--- src/dps_defs.svh ---
// Constants of the drive protection supervisor: offsets, fields, timing
`ifndef DPS_DEFS_SVH
`define DPS_DEFS_SVH
// ==========================================================
// Register byte offsets
`define DPS_A_STALL_CTRL 8'h00
`define DPS_A_ACC_LVL    8'h04
`define DPS_A_ACC_LIM    8'h08
`define DPS_A_ACC_LVL2   8'h0c
`define DPS_A_ACC_LIM2   8'h10
`define DPS_A_DEC_LVL    8'h14
`define DPS_A_RUN_STALL  8'h18
`define DPS_A_MODE       8'h1c
`define DPS_A_BASE_FREQ  8'h20
`define DPS_A_OL_CFG     8'h24
`define DPS_A_PHASE_CFG  8'h28
`define DPS_A_OT_CFG     8'h2c
`define DPS_A_LT_CFG     8'h30
`define DPS_A_STATUS     8'h34
`define DPS_A_CTRL       8'h38
`define DPS_A_THERMAL    8'h3c
// ==========================================================
// Reset values
`define DPS_RST_ACC_LVL  8'h96
`define DPS_RST_ACC_LIM  8'h32
`define DPS_RST_RUN_LVL  8'h96
`define DPS_RST_RUN_TIME 7'h64
`define DPS_RST_BASE     14'h0258
// ==========================================================
// Decel stall defaults by class, volts
`define DPS_DEC_200V 11'h181
`define DPS_DEC_400V 11'h302
`define DPS_DEC_575V 11'h3b6
`define DPS_DEC_690V 11'h474
// ==========================================================
// Percent thresholds and codes
`define DPS_ACC_SOFT_PCT 9'h00f
`define DPS_RUN_HYST_PCT 9'h002
`define DPS_INLOSS_MIN_PCT  9'h01e
`define DPS_OUTLOSS_MIN_PCT 9'h00a
`define DPS_MFI_MOTOR2   8'h28
`define DPS_AI2_RUN_LVL  4'h7
// ==========================================================
// Overload curve, frequency in 0.1 Hz
`define DPS_F_1HZ   32'd10
`define DPS_F_6HZ   32'd60
`define DPS_F_20HZ  32'd200
`define DPS_F_60HZ  32'd600
`define DPS_P_40    32'd40
`define DPS_P_70    32'd70
`define DPS_P_83    32'd83
`define DPS_P_100   32'd100
`define DPS_OL_COLD_S   32'd330
`define DPS_OL_HOT_S    32'd210
`define DPS_OL_REF_EXC  32'd50
`define DPS_OL_COOL     25'h0000019
// ==========================================================
// Timing
`define DPS_CLK_NS     20
`define DPS_MS_NS      1000000
`define DPS_MS_PER_DS  14'h0064
`endif

--- src/dps_pkg.sv ---
// Types shared by the drive protection supervisor
package dps_pkg;
  typedef enum logic [2:0] {
    DPS_MODE_VF              = 3'b000,
    DPS_MODE_VF_ENCODER      = 3'b001,
    DPS_MODE_SENSORLESS      = 3'b010,
    DPS_MODE_SENSOR_VEC      = 3'b011,
    DPS_MODE_SENSORLESS_TWO  = 3'b100
  } dps_mode_t;
  typedef enum logic [1:0] {
    DPS_RS_IDLE    = 2'b00,
    DPS_RS_REDUCE  = 2'b01,
    DPS_RS_RECOVER = 2'b10
  } dps_rs_t;
endpackage : dps_pkg

--- src/dps_top.sv ---
// Drive protection supervisor: stall, overload, phase loss, torque
//
// The APB slave port and the placing of the registers are this design's own decisions.
`include "dps_defs.svh"
// ==========================================================
// Torque window detector
module dps_torq_det
  import dps_pkg::*;
#(
  parameter bit LOW = 1'b0
) (
  input  wire logic       pclk,
  input  wire logic       presetn,
  input  wire logic       clk_en,
  input  wire logic       ms_tick,
  input  wire logic [1:0] mode,
  input  wire logic [8:0] level,
  input  wire logic [6:0] time_ds,
  input  wire logic [8:0] value,
  input  wire logic       running,
  input  wire logic       freq_arrived,
  output logic            hit
);
  typedef struct packed {
    logic [13:0] cnt;
    logic        hit;
  } dps_tq_t;
  dps_tq_t s_r, s_nxt;
  logic armed, cond;
  always_comb
  begin
    s_nxt = s_r;
    armed = (mode == 2'd1) ? (running && freq_arrived) :
            (mode == 2'd2) ? running : 1'b0;
    cond  = armed && (LOW ? (value < level) : (value > level));
    if (!cond)
    begin
      s_nxt.cnt = '0;
      s_nxt.hit = 1'b0;
    end
    else if (s_r.cnt >= 14'(time_ds) * `DPS_MS_PER_DS)
      s_nxt.hit = 1'b1;
    else if (ms_tick)
      s_nxt.cnt = s_r.cnt + 14'h0001;
  end
  always_ff @(posedge pclk or negedge presetn)
  begin
    if (!presetn)
      s_r <= '0;
    else if (clk_en)
      s_r <= s_nxt;
  end
  assign hit = s_r.hit;
endmodule : dps_torq_det

// ==========================================================
// Top level
module dps_top
  import dps_pkg::*;
#(
  parameter int MS_CYCLES = `DPS_MS_NS / `DPS_CLK_NS
) (
  input  wire logic        pclk,
  input  wire logic        presetn,
  input  wire logic        clk_en,
  input  wire logic        psel,
  input  wire logic        penable,
  input  wire logic        pwrite,
  input  wire logic [7:0]  paddr,
  input  wire logic [31:0] pwdata,
  output logic [31:0]      prdata,
  output logic             pready,
  output logic             pslverr,
  input  wire logic [8:0]  current_pct,
  input  wire logic [8:0]  torque_pct,
  input  wire logic [10:0] dc_bus_v,
  input  wire logic [13:0] out_freq,
  input  wire logic [7:0]  ai2_level,
  input  wire logic [1:0]  volt_class,
  input  wire logic        accelerating,
  input  wire logic        decelerating,
  input  wire logic        running,
  input  wire logic        freq_arrived,
  input  wire logic        in_loss_pin,
  input  wire logic        out_loss_pin,
  input  wire logic        reset_pin,
  input  wire logic        motor2_pin,
  output logic             output_enable,
  output logic             decel_stop_req,
  output logic             accel_rate_reduce,
  output logic             accel_hold,
  output logic             decel_hold,
  output logic             run_stall_ramp_down,
  output logic             run_stall_ramp_up,
  output logic             accel_time_sel,
  output logic             fault_contact,
  output logic             alarm,
  output logic             motor_overload_trip,
  output logic             input_phase_loss_flag,
  output logic             output_phase_loss_flag
);
  // ==========================================================
  // State
  typedef struct packed {
    logic [3:0]  sy1, sy2, sy3, pin;
    logic [3:0]  stall_ctrl;
    logic [7:0]  acc_lvl, acc_lim, acc_lvl2, acc_lim2;
    logic [10:0] dec_lvl;
    logic        dflt_pend;
    logic [7:0]  run_lvl;
    logic [6:0]  run_time;
    logic [2:0]  ctrl_mode;
    logic [3:0]  ai2_func;
    logic [7:0]  mfi_func;
    logic [13:0] base_freq;
    logic [2:0]  ol_cfg;
    logic        ol_act;
    logic [1:0]  phase_en;
    logic [22:0] ot_cfg, lt_cfg;
    logic [15:0] ms_cnt;
    logic        ms_tick;
    dps_rs_t     rs_state;
    logic [6:0]  rs_cnt;
    logic [24:0] ol_acc;
    logic [8:0]  status;
    logic        out_en, dstop, acc_red, acc_hold, dec_hold;
    logic        rs_down, rs_up, fault, alarm;
    logic        pready, pslverr;
    logic [31:0] prdata;
  } dps_state_t;
  dps_state_t s_r, s_nxt;

  logic        ot_hit, lt_hit, vf_basis, motor2, rs_en, clr;
  logic        wr, ol_over, ol_live, in_loss_det, out_loss_det;
  logic [8:0]  tq_val, rs_lvl, acc_eff, ol_thr;
  logic [7:0]  lvl_sel, lim_sel;
  logic [31:0] scaled, f32, thr32, rd, lim32;
  logic [8:0]  w1c;

  // ==========================================================
  // Torque detectors
  assign vf_basis = (s_r.ctrl_mode == DPS_MODE_VF) ||
                    (s_r.ctrl_mode == DPS_MODE_VF_ENCODER);
  assign tq_val   = vf_basis ? current_pct : torque_pct;
  dps_torq_det #(.LOW(1'b0)) u_over (
    .pclk         (pclk),
    .presetn      (presetn),
    .clk_en       (clk_en),
    .ms_tick      (s_r.ms_tick),
    .mode         (s_r.ot_cfg[1:0]),
    .level        (s_r.ot_cfg[12:4]),
    .time_ds      (s_r.ot_cfg[22:16]),
    .value        (tq_val),
    .running      (running),
    .freq_arrived (freq_arrived),
    .hit          (ot_hit)
  );
  dps_torq_det #(.LOW(1'b1)) u_low (
    .pclk         (pclk),
    .presetn      (presetn),
    .clk_en       (clk_en),
    .ms_tick      (s_r.ms_tick),
    .mode         (s_r.lt_cfg[1:0]),
    .level        (s_r.lt_cfg[12:4]),
    .time_ds      (s_r.lt_cfg[22:16]),
    .value        (tq_val),
    .running      (running),
    .freq_arrived (freq_arrived),
    .hit          (lt_hit)
  );

  // ==========================================================
  // Next state
  always_comb
  begin
    s_nxt = s_r;
    wr    = psel && penable && pwrite && s_r.pready;
    // Pins: a level counts once the second and third stages agree
    s_nxt.sy1 = {motor2_pin, reset_pin, out_loss_pin, in_loss_pin};
    s_nxt.sy2 = s_r.sy1;
    s_nxt.sy3 = s_r.sy2;
    for (int i = 0; i < 4; i++)
      if (s_r.sy2[i] == s_r.sy3[i])
        s_nxt.pin[i] = s_r.sy3[i];
    // Millisecond time base
    s_nxt.ms_tick = (s_r.ms_cnt == 16'(MS_CYCLES - 1));
    s_nxt.ms_cnt  = s_nxt.ms_tick ? 16'h0000 : s_r.ms_cnt + 16'h0001;
    // Class default taken once after reset release
    if (s_r.dflt_pend)
    begin
      s_nxt.dflt_pend = 1'b0;
      case (volt_class)
        2'd0:    s_nxt.dec_lvl = `DPS_DEC_200V;
        2'd1:    s_nxt.dec_lvl = `DPS_DEC_400V;
        2'd2:    s_nxt.dec_lvl = `DPS_DEC_575V;
        default: s_nxt.dec_lvl = `DPS_DEC_690V;
      endcase
    end

    // Acceleration stall
    motor2  = s_r.pin[3] && (s_r.mfi_func == `DPS_MFI_MOTOR2);
    lvl_sel = motor2 ? s_r.acc_lvl2 : s_r.acc_lvl;
    lim_sel = motor2 ? s_r.acc_lim2 : s_r.acc_lim;
    acc_eff = {1'b0, lvl_sel};
    scaled  = '0;
    if (out_freq > s_r.base_freq && out_freq != 14'h0000)
    begin
      scaled = (32'(lvl_sel) * 32'(s_r.base_freq)) / 32'(out_freq);
      acc_eff = (scaled < 32'(lim_sel)) ? {1'b0, lim_sel}
                                        : scaled[8:0];
    end
    s_nxt.acc_hold = !s_r.stall_ctrl[0] && accelerating &&
                     current_pct >= acc_eff;
    s_nxt.acc_red  = !s_r.stall_ctrl[0] && accelerating &&
                     (acc_eff < `DPS_ACC_SOFT_PCT ||
                      current_pct >= acc_eff - `DPS_ACC_SOFT_PCT);

    // Deceleration stall: hold until bus drops below level
    s_nxt.dec_hold = !s_r.stall_ctrl[1] && decelerating &&
                     (dc_bus_v > s_r.dec_lvl ||
                      (s_r.dec_hold && dc_bus_v >= s_r.dec_lvl));

    // Run stall
    rs_lvl = (s_r.ai2_func == `DPS_AI2_RUN_LVL) ? {1'b0, ai2_level}
                                                : {1'b0, s_r.run_lvl};
    rs_en  = !s_r.stall_ctrl[2] && running &&
             (s_r.ctrl_mode == DPS_MODE_VF ||
              s_r.ctrl_mode == DPS_MODE_VF_ENCODER ||
              s_r.ctrl_mode == DPS_MODE_SENSORLESS_TWO);
    s_nxt.status = s_r.status;
    if (!rs_en)
    begin
      s_nxt.rs_state = DPS_RS_IDLE;
      s_nxt.rs_cnt   = '0;
    end
    else
      case (s_r.rs_state)
        DPS_RS_REDUCE:
          if ({1'b0, current_pct} + {1'b0, `DPS_RUN_HYST_PCT} <
              {1'b0, rs_lvl})
            s_nxt.rs_state = DPS_RS_RECOVER;
        DPS_RS_RECOVER:
          if (freq_arrived || current_pct > rs_lvl)
            s_nxt.rs_state = DPS_RS_IDLE;
        default:
          if (current_pct <= rs_lvl)
            s_nxt.rs_cnt = '0;
          else if (s_r.rs_cnt >= s_r.run_time)
          begin
            s_nxt.rs_state  = DPS_RS_REDUCE;
            s_nxt.rs_cnt    = '0;
            s_nxt.status[8] = 1'b1;
          end
          else if (s_r.ms_tick)
            s_nxt.rs_cnt = s_r.rs_cnt + 7'h01;
      endcase
    s_nxt.rs_down = (s_nxt.rs_state == DPS_RS_REDUCE);
    s_nxt.rs_up   = (s_nxt.rs_state == DPS_RS_RECOVER);

    // Overload threshold against output frequency
    f32 = 32'(out_freq);
    if (s_r.ol_cfg[2])
      thr32 = (f32 < `DPS_F_1HZ) ? `DPS_P_83 :
              (f32 >= `DPS_F_6HZ) ? `DPS_P_100 :
              `DPS_P_83 + (f32 - `DPS_F_1HZ) * (`DPS_P_100 - `DPS_P_83)
                / (`DPS_F_6HZ - `DPS_F_1HZ);
    else if (f32 < `DPS_F_1HZ)
      thr32 = `DPS_P_40;
    else if (f32 < `DPS_F_20HZ)
      thr32 = `DPS_P_40 + (f32 - `DPS_F_1HZ) * (`DPS_P_70 - `DPS_P_40)
              / (`DPS_F_20HZ - `DPS_F_1HZ);
    else if (f32 < `DPS_F_60HZ)
      thr32 = `DPS_P_70 + (f32 - `DPS_F_20HZ) * (`DPS_P_100 - `DPS_P_70)
              / (`DPS_F_60HZ - `DPS_F_20HZ);
    else
      thr32 = `DPS_P_100;
    ol_thr = thr32[8:0];
    // Excess of 50% accrued per ms reaches the limit in the set time
    lim32 = `DPS_OL_REF_EXC * 32'd1000 *
            (s_r.ol_cfg[1] ? `DPS_OL_HOT_S : `DPS_OL_COLD_S);
    if (!s_r.ol_cfg[0])
      s_nxt.ol_acc = '0;
    else if (s_r.ms_tick)
    begin
      if (current_pct > ol_thr)
        s_nxt.ol_acc = (32'(s_r.ol_acc) + 32'(current_pct - ol_thr)
                        >= lim32) ? lim32[24:0]
                     : s_r.ol_acc + 25'(current_pct - ol_thr);
      else
        s_nxt.ol_acc = (s_r.ol_acc > `DPS_OL_COOL)
                     ? s_r.ol_acc - `DPS_OL_COOL : '0;
    end
    ol_over = s_r.ol_cfg[0] && 32'(s_r.ol_acc) >= lim32;
    ol_live = ol_over && s_r.ol_act && current_pct > ol_thr;

    // Phase loss, suppressed at light load
    in_loss_det  = s_r.phase_en[0] && s_r.pin[0] &&
                   current_pct >= `DPS_INLOSS_MIN_PCT;
    out_loss_det = s_r.phase_en[1] && s_r.pin[1] &&
                   current_pct >= `DPS_OUTLOSS_MIN_PCT;

    // Sticky flags: clears go before every set but the run stall bit 8, so a same-cycle event wins on all other bits
    clr = s_r.pin[2] || (wr && paddr == `DPS_A_CTRL && pwdata[0]);
    w1c = (wr && paddr == `DPS_A_STATUS) ? pwdata[8:0] : '0;
    if (clr)
      s_nxt.status = s_nxt.status & 9'h1a2;
    s_nxt.status = s_nxt.status & ~(w1c & 9'h1a2);
    if (ol_over && !s_r.ol_act) s_nxt.status[0] = 1'b1;
    if (ol_live) s_nxt.status[1] = 1'b1;
    if (in_loss_det) s_nxt.status[2] = 1'b1;
    if (out_loss_det) s_nxt.status[3] = 1'b1;
    if (ot_hit && s_r.ot_cfg[3:2] != 2'd1) s_nxt.status[4] = 1'b1;
    if (ot_hit && s_r.ot_cfg[3:2] == 2'd1) s_nxt.status[5] = 1'b1;
    if (lt_hit && s_r.lt_cfg[3:2] != 2'd1) s_nxt.status[6] = 1'b1;
    if (lt_hit && s_r.lt_cfg[3:2] == 2'd1) s_nxt.status[7] = 1'b1;

    // Actions of held faults; alarm from live conditions
    s_nxt.out_en = !((s_nxt.status[0] && !s_r.ol_act) ||
                     s_nxt.status[2] || s_nxt.status[3] ||
                     (s_nxt.status[4] && s_r.ot_cfg[3:2] == 2'd2) ||
                     (s_nxt.status[6] && s_r.lt_cfg[3:2] == 2'd2));
    s_nxt.dstop  = (s_nxt.status[4] && s_r.ot_cfg[3:2] == 2'd0) ||
                   (s_nxt.status[6] && s_r.lt_cfg[3:2] == 2'd0);
    s_nxt.fault  = |{s_nxt.status[6], s_nxt.status[4],
                     s_nxt.status[3:2], s_nxt.status[0]};
    s_nxt.alarm  = ol_live || (ot_hit && s_r.ot_cfg[3:2] == 2'd1) ||
                   (lt_hit && s_r.lt_cfg[3:2] == 2'd1);

    // ==========================================================
    // APB: one wait state, write lands when pready is seen
    rd = '0;
    case (paddr)
      `DPS_A_STALL_CTRL: rd = {28'h0, s_r.stall_ctrl};
      `DPS_A_ACC_LVL:    rd = {24'h0, s_r.acc_lvl};
      `DPS_A_ACC_LIM:    rd = {24'h0, s_r.acc_lim};
      `DPS_A_ACC_LVL2:   rd = {24'h0, s_r.acc_lvl2};
      `DPS_A_ACC_LIM2:   rd = {24'h0, s_r.acc_lim2};
      `DPS_A_DEC_LVL:    rd = {21'h0, s_r.dec_lvl};
      `DPS_A_RUN_STALL:  rd = {17'h0, s_r.run_time, s_r.run_lvl};
      `DPS_A_MODE:       rd = {16'h0, s_r.mfi_func, s_r.ai2_func,
                               1'b0, s_r.ctrl_mode};
      `DPS_A_BASE_FREQ:  rd = {18'h0, s_r.base_freq};
      `DPS_A_OL_CFG:     rd = {23'h0, s_r.ol_act, 5'h0, s_r.ol_cfg};
      `DPS_A_PHASE_CFG:  rd = {30'h0, s_r.phase_en};
      `DPS_A_OT_CFG:     rd = {9'h0, s_r.ot_cfg};
      `DPS_A_LT_CFG:     rd = {9'h0, s_r.lt_cfg};
      `DPS_A_STATUS:     rd = {23'h0, s_r.status};
      `DPS_A_CTRL:       rd = '0;
      `DPS_A_THERMAL:    rd = {7'h0, s_r.ol_acc};
      default:           rd = '0;
    endcase
    s_nxt.pready  = psel && penable && !s_r.pready;
    s_nxt.prdata  = (s_nxt.pready && !pwrite) ? rd : s_r.prdata;
    s_nxt.pslverr = s_nxt.pready && (paddr[1:0] != 2'b00 ||
                                     paddr > `DPS_A_THERMAL);
    if (wr)
      case (paddr)
        `DPS_A_STALL_CTRL: s_nxt.stall_ctrl = pwdata[3:0];
        `DPS_A_ACC_LVL:    s_nxt.acc_lvl    = pwdata[7:0];
        `DPS_A_ACC_LIM:    s_nxt.acc_lim    = pwdata[7:0];
        `DPS_A_ACC_LVL2:   s_nxt.acc_lvl2   = pwdata[7:0];
        `DPS_A_ACC_LIM2:   s_nxt.acc_lim2   = pwdata[7:0];
        `DPS_A_DEC_LVL:
        begin
          s_nxt.dec_lvl   = pwdata[10:0];
          s_nxt.dflt_pend = 1'b0;
        end
        `DPS_A_RUN_STALL:
        begin
          s_nxt.run_lvl  = pwdata[7:0];
          s_nxt.run_time = pwdata[14:8];
        end
        `DPS_A_MODE:
        begin
          s_nxt.ctrl_mode = pwdata[2:0];
          s_nxt.ai2_func  = pwdata[7:4];
          s_nxt.mfi_func  = pwdata[15:8];
        end
        `DPS_A_BASE_FREQ:  s_nxt.base_freq = pwdata[13:0];
        `DPS_A_OL_CFG:
        begin
          s_nxt.ol_cfg = pwdata[2:0];
          s_nxt.ol_act = pwdata[8];
        end
        `DPS_A_PHASE_CFG:  s_nxt.phase_en = pwdata[1:0];
        `DPS_A_OT_CFG:     s_nxt.ot_cfg   = pwdata[22:0];
        `DPS_A_LT_CFG:     s_nxt.lt_cfg   = pwdata[22:0];
        default:           s_nxt.stall_ctrl = s_nxt.stall_ctrl;
      endcase
  end

  // ==========================================================
  // Registers; accumulator cleared by the power-up reset
  always_ff @(posedge pclk or negedge presetn)
  begin
    if (!presetn)
    begin
      s_r           <= '0;
      s_r.acc_lvl   <= `DPS_RST_ACC_LVL;
      s_r.acc_lim   <= `DPS_RST_ACC_LIM;
      s_r.acc_lvl2  <= `DPS_RST_ACC_LVL;
      s_r.acc_lim2  <= `DPS_RST_ACC_LIM;
      s_r.run_lvl   <= `DPS_RST_RUN_LVL;
      s_r.run_time  <= `DPS_RST_RUN_TIME;
      s_r.base_freq <= `DPS_RST_BASE;
      s_r.dflt_pend <= 1'b1;
      s_r.out_en    <= 1'b1;
    end
    else if (clk_en)
      s_r <= s_nxt;
  end

  assign prdata                 = s_r.prdata;
  assign pready                 = s_r.pready;
  assign pslverr                = s_r.pslverr;
  assign output_enable          = s_r.out_en;
  assign decel_stop_req         = s_r.dstop;
  assign accel_rate_reduce      = s_r.acc_red;
  assign accel_hold             = s_r.acc_hold;
  assign decel_hold             = s_r.dec_hold;
  assign run_stall_ramp_down    = s_r.rs_down;
  assign run_stall_ramp_up      = s_r.rs_up;
  assign accel_time_sel         = s_r.stall_ctrl[3];
  assign fault_contact          = s_r.fault;
  assign alarm                  = s_r.alarm;
  assign motor_overload_trip    = s_r.status[0];
  assign input_phase_loss_flag  = s_r.status[2];
  assign output_phase_loss_flag = s_r.status[3];
endmodule : dps_top

--- config.mk ---
export PLATFORM = sky130hd
export DESIGN_NAME = dps_top
export DESIGN_NICKNAME = d
export VERILOG_FILES = /design/src/dps_pkg.sv /design/src/dps_top.sv
export VERILOG_INCLUDE_DIRS = /design/src
export SDC_FILE = /design/constraint.sdc
export NUM_CORES = 2
export LEC_CHECK = 0
export BUFFER_PORTS_ARGS = -buffer_cell sky130_fd_sc_hd__buf_2
export CORE_ASPECT_RATIO = 1.5
export CORE_UTILIZATION = 35
export DETAILED_ROUTE_END_ITERATION = 10
export HOLD_SLACK_MARGIN = 0.15
export SLEW_MARGIN = 10
export SYNTH_ARGS = -nofsm -noshare
export SYNTH_HDL_FRONTEND = slang
export SYNTH_HIERARCHICAL = 1
export SYNTH_SLANG_ARGS = --single-unit
--- constraint.sdc ---
create_clock -name pclk -period 193.5 [get_ports pclk]
set_input_delay 19.35 -clock pclk [delete_from_list [all_inputs] [get_ports pclk]]
set_output_delay 19.35 -clock pclk [all_outputs]
set_load 0.005 [all_outputs]
# Word level (Yosys, flattened, before mapping)
# Cells that the tools add are included.
[classes] add_sub_neg=16 n_lt_le_gt_ge=26 mul=7 div_mod_pow=4 reduce_logical=92 n_eq_ne=49 muxes=67 bitwise_logic=2
[ops] operator="case mux 25 bit (15 select lines)" count=1
[ops] operator="2-to-1 mux 25 bit" count=5
[ops] operator="2-to-1 mux 108 bit" count=1
[ops] operator="2-to-1 mux 9 bit" count=12
[ops] operator="equality test 8 x 6 -> 1 bit (second input constant)" count=9
[ops] operator="2-to-1 mux 14 bit" count=5
[ops] operator="multiplier 32 x 4 -> 31 bit (second input constant)" count=2
[ops] operator="2-to-1 mux 15 bit" count=4
[ops] operator="2-to-1 mux 23 bit" count=2
[ops] operator="AND reduction 3 bit" count=15
[ops] operator="logical AND 1 bit" count=39
[ops] operator="2-to-1 mux 7 bit" count=5
[ops] operator="case mux 11 bit (3 select lines)" count=1
[ops] operator="divider 22 x 14 -> 32 bit" count=1
[ops] operator="divider 32 x 6 -> 32 bit (second input constant)" count=1
[ops] operator="divider 32 x 8 -> 32 bit (second input constant)" count=1
[ops] operator="divider 32 x 9 -> 32 bit (second input constant)" count=1
[ops] operator="equality test 8 x 5 -> 1 bit (second input constant)" count=4
[ops] operator=">= comparator 32 x 25 -> 1 bit" count=1
[ops] operator="less-than comparator 32 x 8 -> 1 bit" count=1
[ops] operator="multiplier 32 x 5 -> 32 bit (second input constant)" count=1
[ops] operator="adder 14 x 1 -> 14 bit (second input constant)" count=2
[ops] operator=">= comparator 14 bit" count=2
[ops] operator="adder 26 x 10 -> 27 bit" count=1
[ops] operator="65 further kinds" count=146
[word_totals] out_inout_bits=47 elab_cells=310 regBits=293

# Logic depth before layout (Yosys ltp)
[logic_depth] ltp_word=15 mapped_depth=587 depth_no_buf=543

# Modules after synthesis
# Netlist, hierarchy kept.
[by_module_without_submodules] module="dps_top" seq_area_each_um2=6439.9 area_each_um2=58874.0 n_inst=1 cells_per_inst=7789
[by_module_without_submodules] module="dps_torq_det at u_low" seq_area_each_um2=375.4 area_each_um2=1969.4 n_inst=1 cells_per_inst=225
[by_module_without_submodules] module="dps_torq_det at u_over" seq_area_each_um2=375.4 area_each_um2=1910.6 n_inst=1 cells_per_inst=221

# Worst setup path after synthesis
# OpenSTA, ideal clock, no wires.
[synth_path] path_kind="input to register" startpoint="input port out_freq[3]" endpoint="register s_r (netlist bit accel_rate_reduce)" t_arrival_ns=123.592 setup_slack_ns=69.760 cell_stages=556 path_buffers=51 cell_sequence="clkbuf_1 -> inv_1 -> ha_1 -> and3_1 -> and2_1 -> ha_1 -> o21a_1 -> o211a_1 -> mux2_2 -> ha_1 -> nand3_1 -> nor4_1 -> nand3b_1 -> o31ai_1 -> mux2_2 -> ha_1 -> o21a_1 -> o21ai_1 -> (+520 left out) -> nand2_2 -> mux2i_1 -> a21oi_1 -> inv_1 -> ha_1 -> inv_1 -> ha_1 -> a21boi_0 -> o21ai_0 -> nand2b_1 -> a21oi_1 -> nor2b_1 -> o21ai_0 -> nand2b_1 -> a21oi_1 -> nor2b_1 -> o21ai_0 -> a41oi_1"
[synth_via] elab_chain_cells=8 word_cells_on_any_way=12 classes_between="1 x add/sub; 1 x div; 4 x order compare; 2 x mux; 4 x reduce/logical"
[synth_lines] element="start: declaration" line_no="dps_top.sv:77" source="input wire logic [13:0] out_freq,"
[synth_lines] element="divider 22 x 14 -> 32 bit" line_no="dps_top.sv:208" source="scaled = (32'(lvl_sel) * 32'(s_r.base_freq)) / 32'(out_freq);"
[synth_lines] element="less-than comparator 32 x 8 -> 1 bit" line_no="dps_top.sv:209" source="acc_eff = (scaled < 32'(lim_sel)) ? {1'b0, lim_sel}"
[synth_lines] element="2-to-1 mux 9 bit" line_no="dps_top.sv:209"
[synth_lines] element="2-to-1 mux 9 bit (*)" line_no="dps_top.sv:206" source="if (out_freq > s_r.base_freq && out_freq != 14'h0000)"
[synth_lines] element="subtractor 9 x 4 -> 9 bit (no source line)"
[synth_lines] element=">= comparator 9 bit (no source line)"
[synth_lines] element="logical OR 1 bit (no source line) (*)"
[synth_lines] element="logical AND 1 bit (*)" line_no="dps_top.sv:214" source="s_nxt.acc_red = !s_r.stall_ctrl[0] && accelerating &&"
[synth_lines] element="end signal: assignment" line_no="dps_top.sv:410" source="s_r <= s_nxt;"
[synth_lines] element="end: declaration" line_no="dps_top.sv:131" source="dps_state_t s_r, s_nxt;"
# Every way passes the cells marked *; elsewhere a longest branch is shown, timed or not.
# A chain may end at the register's enable or synchronous reset.

# Worst setup path in the final report
[layout_path] startpoint="input port out_freq[8]" endpoint="register s_r (netlist bit accel_rate_reduce)"
# The elaborated chain is that of the path after synthesis.

==> impl_metrics.py <==
metrics = {
    "sta": {
        "tns_ns": 0,
        "min_period_over_period": 0.685,
        "tightest_slew_ns": 1.25,
        "setup_violations": 0,
        "relSlewSlack": 0.153,
        "skew_ns": 0.0182,
        "layout_setup_ws_ns": 60.87,
        "fmax_ghz": 0.00754,
        "slew_violations": 0,
        "period_needed_ns": 132.63,
        "hold_viol": 0,
        "rsz0062_at_grt": "false",
    },
    "grt": {
        "grt_remaining_overflow": 0,
        "met3_usage": 0.0279,
        "grt_pass1_wl_um": 335000,
        "grt_pass1_vias": 62900,
        "grt.met2_usage": 0.418,
        "track_usage": 0.225,
        "grt_max_degree": 126,
        "busiest_layer": "met2",
        "antenna_found_initial": 23,
        "use_met1": 0.253,
    },
    "clock_network": {
        "clock_sinks": 286,
        "post_cts_resized": 0,
        "cts_buffer_depth": 3,
        "htree_levels": 1,
        "clockRootBuffer": "clkbuf_16",
        "hold_buffers": 0,
        "post_cts_buffers": 0,
        "clk-insertion-delay-late_ns": 0.59,
        "cts_made_buffers": 30,
        "clkTransAtPathRegs_ns": 0.07,
        "cts_tree": "yes",
    },
    "setup_path": {
        "r2r_slack_ns": 76.17,
        "crit_path_max_fanout": 30,
        "r2r-end": "accel_rate_reduce",
        "crit_slowest_cell": "o21bai_1",
        "worstSetupPathType": "in2reg",
        "cp.arrival_ns": 133.07,
        "worstPathRequired_ns": 193.94,
        "critPathCaptureType": "flop",
        "crit_path_start_kind": "input port",
        "reg2reg_from": "s_r[176]",
        "reg2reg_depth": 532,
        "max_stage_delay_ns": 0.75,
        "path_common_cell": "o21a_1",
    },
    "place": {
        "placed_cells": 10500,
        "portBuffers": 137,
        "dp_hpwl_um": 170000,
        "pre_cts_ws_ns": 61.36,
        "finalWeightedCongestion": 0.933,
    },
    "cells_and_area": {
        "nets": 9165,
        "seq_area_mm2": 0.00719,
        "n_fill_cell": 18500,
        "final_cells": 10500,
        "multiInputGateArea_mm2": 0.0528,
        "area_growth_pct": 6.52,
        "drive_gt1_frac": 0.102,
        "final_util": 0.375,
    },
    "yosys": {
        "ys_top_cells_by_count": "754 x nor2_1, 725 x ha_1, 721 x nand2_1, 439 x nor3_1, 403 x o21ai_0",
        "synth_area_per_cell_um2": 7.62,
        "yosys.area.top_type": "ha_1",
        "synth_edf_count": 0,
        "ys_ff_latch": 286,
        "ys_warn_count": 6,
        "yosysMostFrequentCell": "nor2_1",
        "syn_area_mm2": 0.0628,
        "synthArstFlopShare": 1.00,
        "synth_cell_type_count": 154,
        "syn_inst": 8235,
        "ys.flop_type": "dfrtp_1",
        "yosysSeqAreaShare": 0.115,
        "synth_top_area_frac": 0.145,
        "synthTopCellsByArea": "ha_1 14%, dfrtp_1 10%, mux2_2 4.9%",
    },
    "hold_path": {
        "holdPathStages": 2,
        "hold_path_class": "reg2reg",
        "min_from": "prdata[23]",
        "hold_end": "prdata[23]",
    },
    "floorplan": {
        "core.rowCount": 190,
        "die-area_mm2": 0.181,
        "die_h_um": 521,
        "pin_count": 154,
        "core_mm2": 0.178,
        "die_w_um": 348,
        "initial_utilization": 0.352,
    },
    "outcome": {
        "status": "finished, final reports clean",
    },
    "drt": {
        "drc_errors": 0,
        "vias": 63500,
        "ant_nets": 0,
        "routedWlPerCell_um": 20.0,
        "first_iter_violations": 4128,
        "dr.pass1.iters": 6,
        "wl_um": 211000,
        "viasPerCell": 6.02,
    },
    "flow_run": {
        "maxCapViolations": 0,
    },
}
==> sequential cells by signal, indices dropped and copies added, names as in the netlist, 8 cells and up <==
name,count
s_r,208
u_over/s_r,14
u_low/s_r,14
prdata,25
s_nxt,8
==> how the worst max path moves through the flow <==
| stage | end | start | depth (start not counted) |
|---|---|---|---|
| after floorplan | accel_rate_reduce | out_freq[3] | 556 |
| after global placement | accel_rate_reduce | out_freq[8] | 516 |
| after detailed placement | accel_rate_reduce | out_freq[8] | 519 |
| after CTS | accel_rate_reduce | out_freq[1] | 520 |
| after global routing | accel_rate_reduce | out_freq[8] | 522 |
| final | accel_rate_reduce | out_freq[8] | 518 |
==> metal layers <==
layer,wire [um],vias up
met3,10900,530
met2,106000,1684
met4,9840,24
met1,84100,30500
li1,-,30800
met5,159,-
==> cell usage in the layout (no fill, tap or decap), drive strengths merged, types with 45 or more instances in the layout <==
cell type	n
a211oi	77
a21boi	49
a21o	144
a21oi	410
a22oi	69
a31oi	112
and2	90
and3	85
buf	227
dfrtp	259
fa	129
ha	725
inv	397
mux2	272
mux2i	93
nand2	724
nand2b	110
nand3	240
nand4	122
nor2	760
nor2b	76
nor3	453
nor4	77
o211ai	109
o21a	331
o21ai	480
o31ai	193
or2	73
or3	64
or4	45
xnor2	345
xor2	119
==> metrics by stage <==
| step | hold WS, ns | cell area, um2 |
|---|---|---|
| finish | 0.470 | 66800 |
| detailed placement | 0.458 | 65700 |
| CTS | 0.472 | 66800 |
| floorplan | 0.440 | 62800 |
| global route | 0.498 | 66800 |
| global placement | 0.452 | 65700 |
==> layout make-up <==
cell class,count,area share
Clock inverter,16,0.00346
Antenna cell,8,0.000299
Inverter,405,0.0229
Multi-Input combinational cell,7254,0.789
Tap cell,2304,0.0431
Sequential cell,286,0.108
Timing Repair Buffer,227,0.0206
Clock buffer,40,0.0127
==> logic make-up (layout without fill, tap and decap cells) <==
logic type	Yosys count	count (layout)	synth area share
xor gates and xnor gates	465	465	0.0666
DFF	286	286	0.115
and+or+nand+nor	3061	3061	0.245
muxes	365	365	0.0640
other	1	24	0.0000598
buffers and inverters	710	688	0.0466
adders and majority gates	867	867	0.188
AOI/OAI and AO/OA	2480	2480	0.276
==> worst max-delay path: cells and delay by family <==
kind	cells	cell delay (ns)
AO/OA/AOI/OAI	344	71.28
buffers and inverters	30	6.26
multiplexers	10	3.40
adder cells (fa/ha/maj)	33	9.63
XOR/XNOR	1	0.18
AND/OR/NAND/NOR	100	22.76
Power is left out: the tool's default activity adds up to more than one toggle a clock period on the data nets, which glitch-free logic cannot reach.
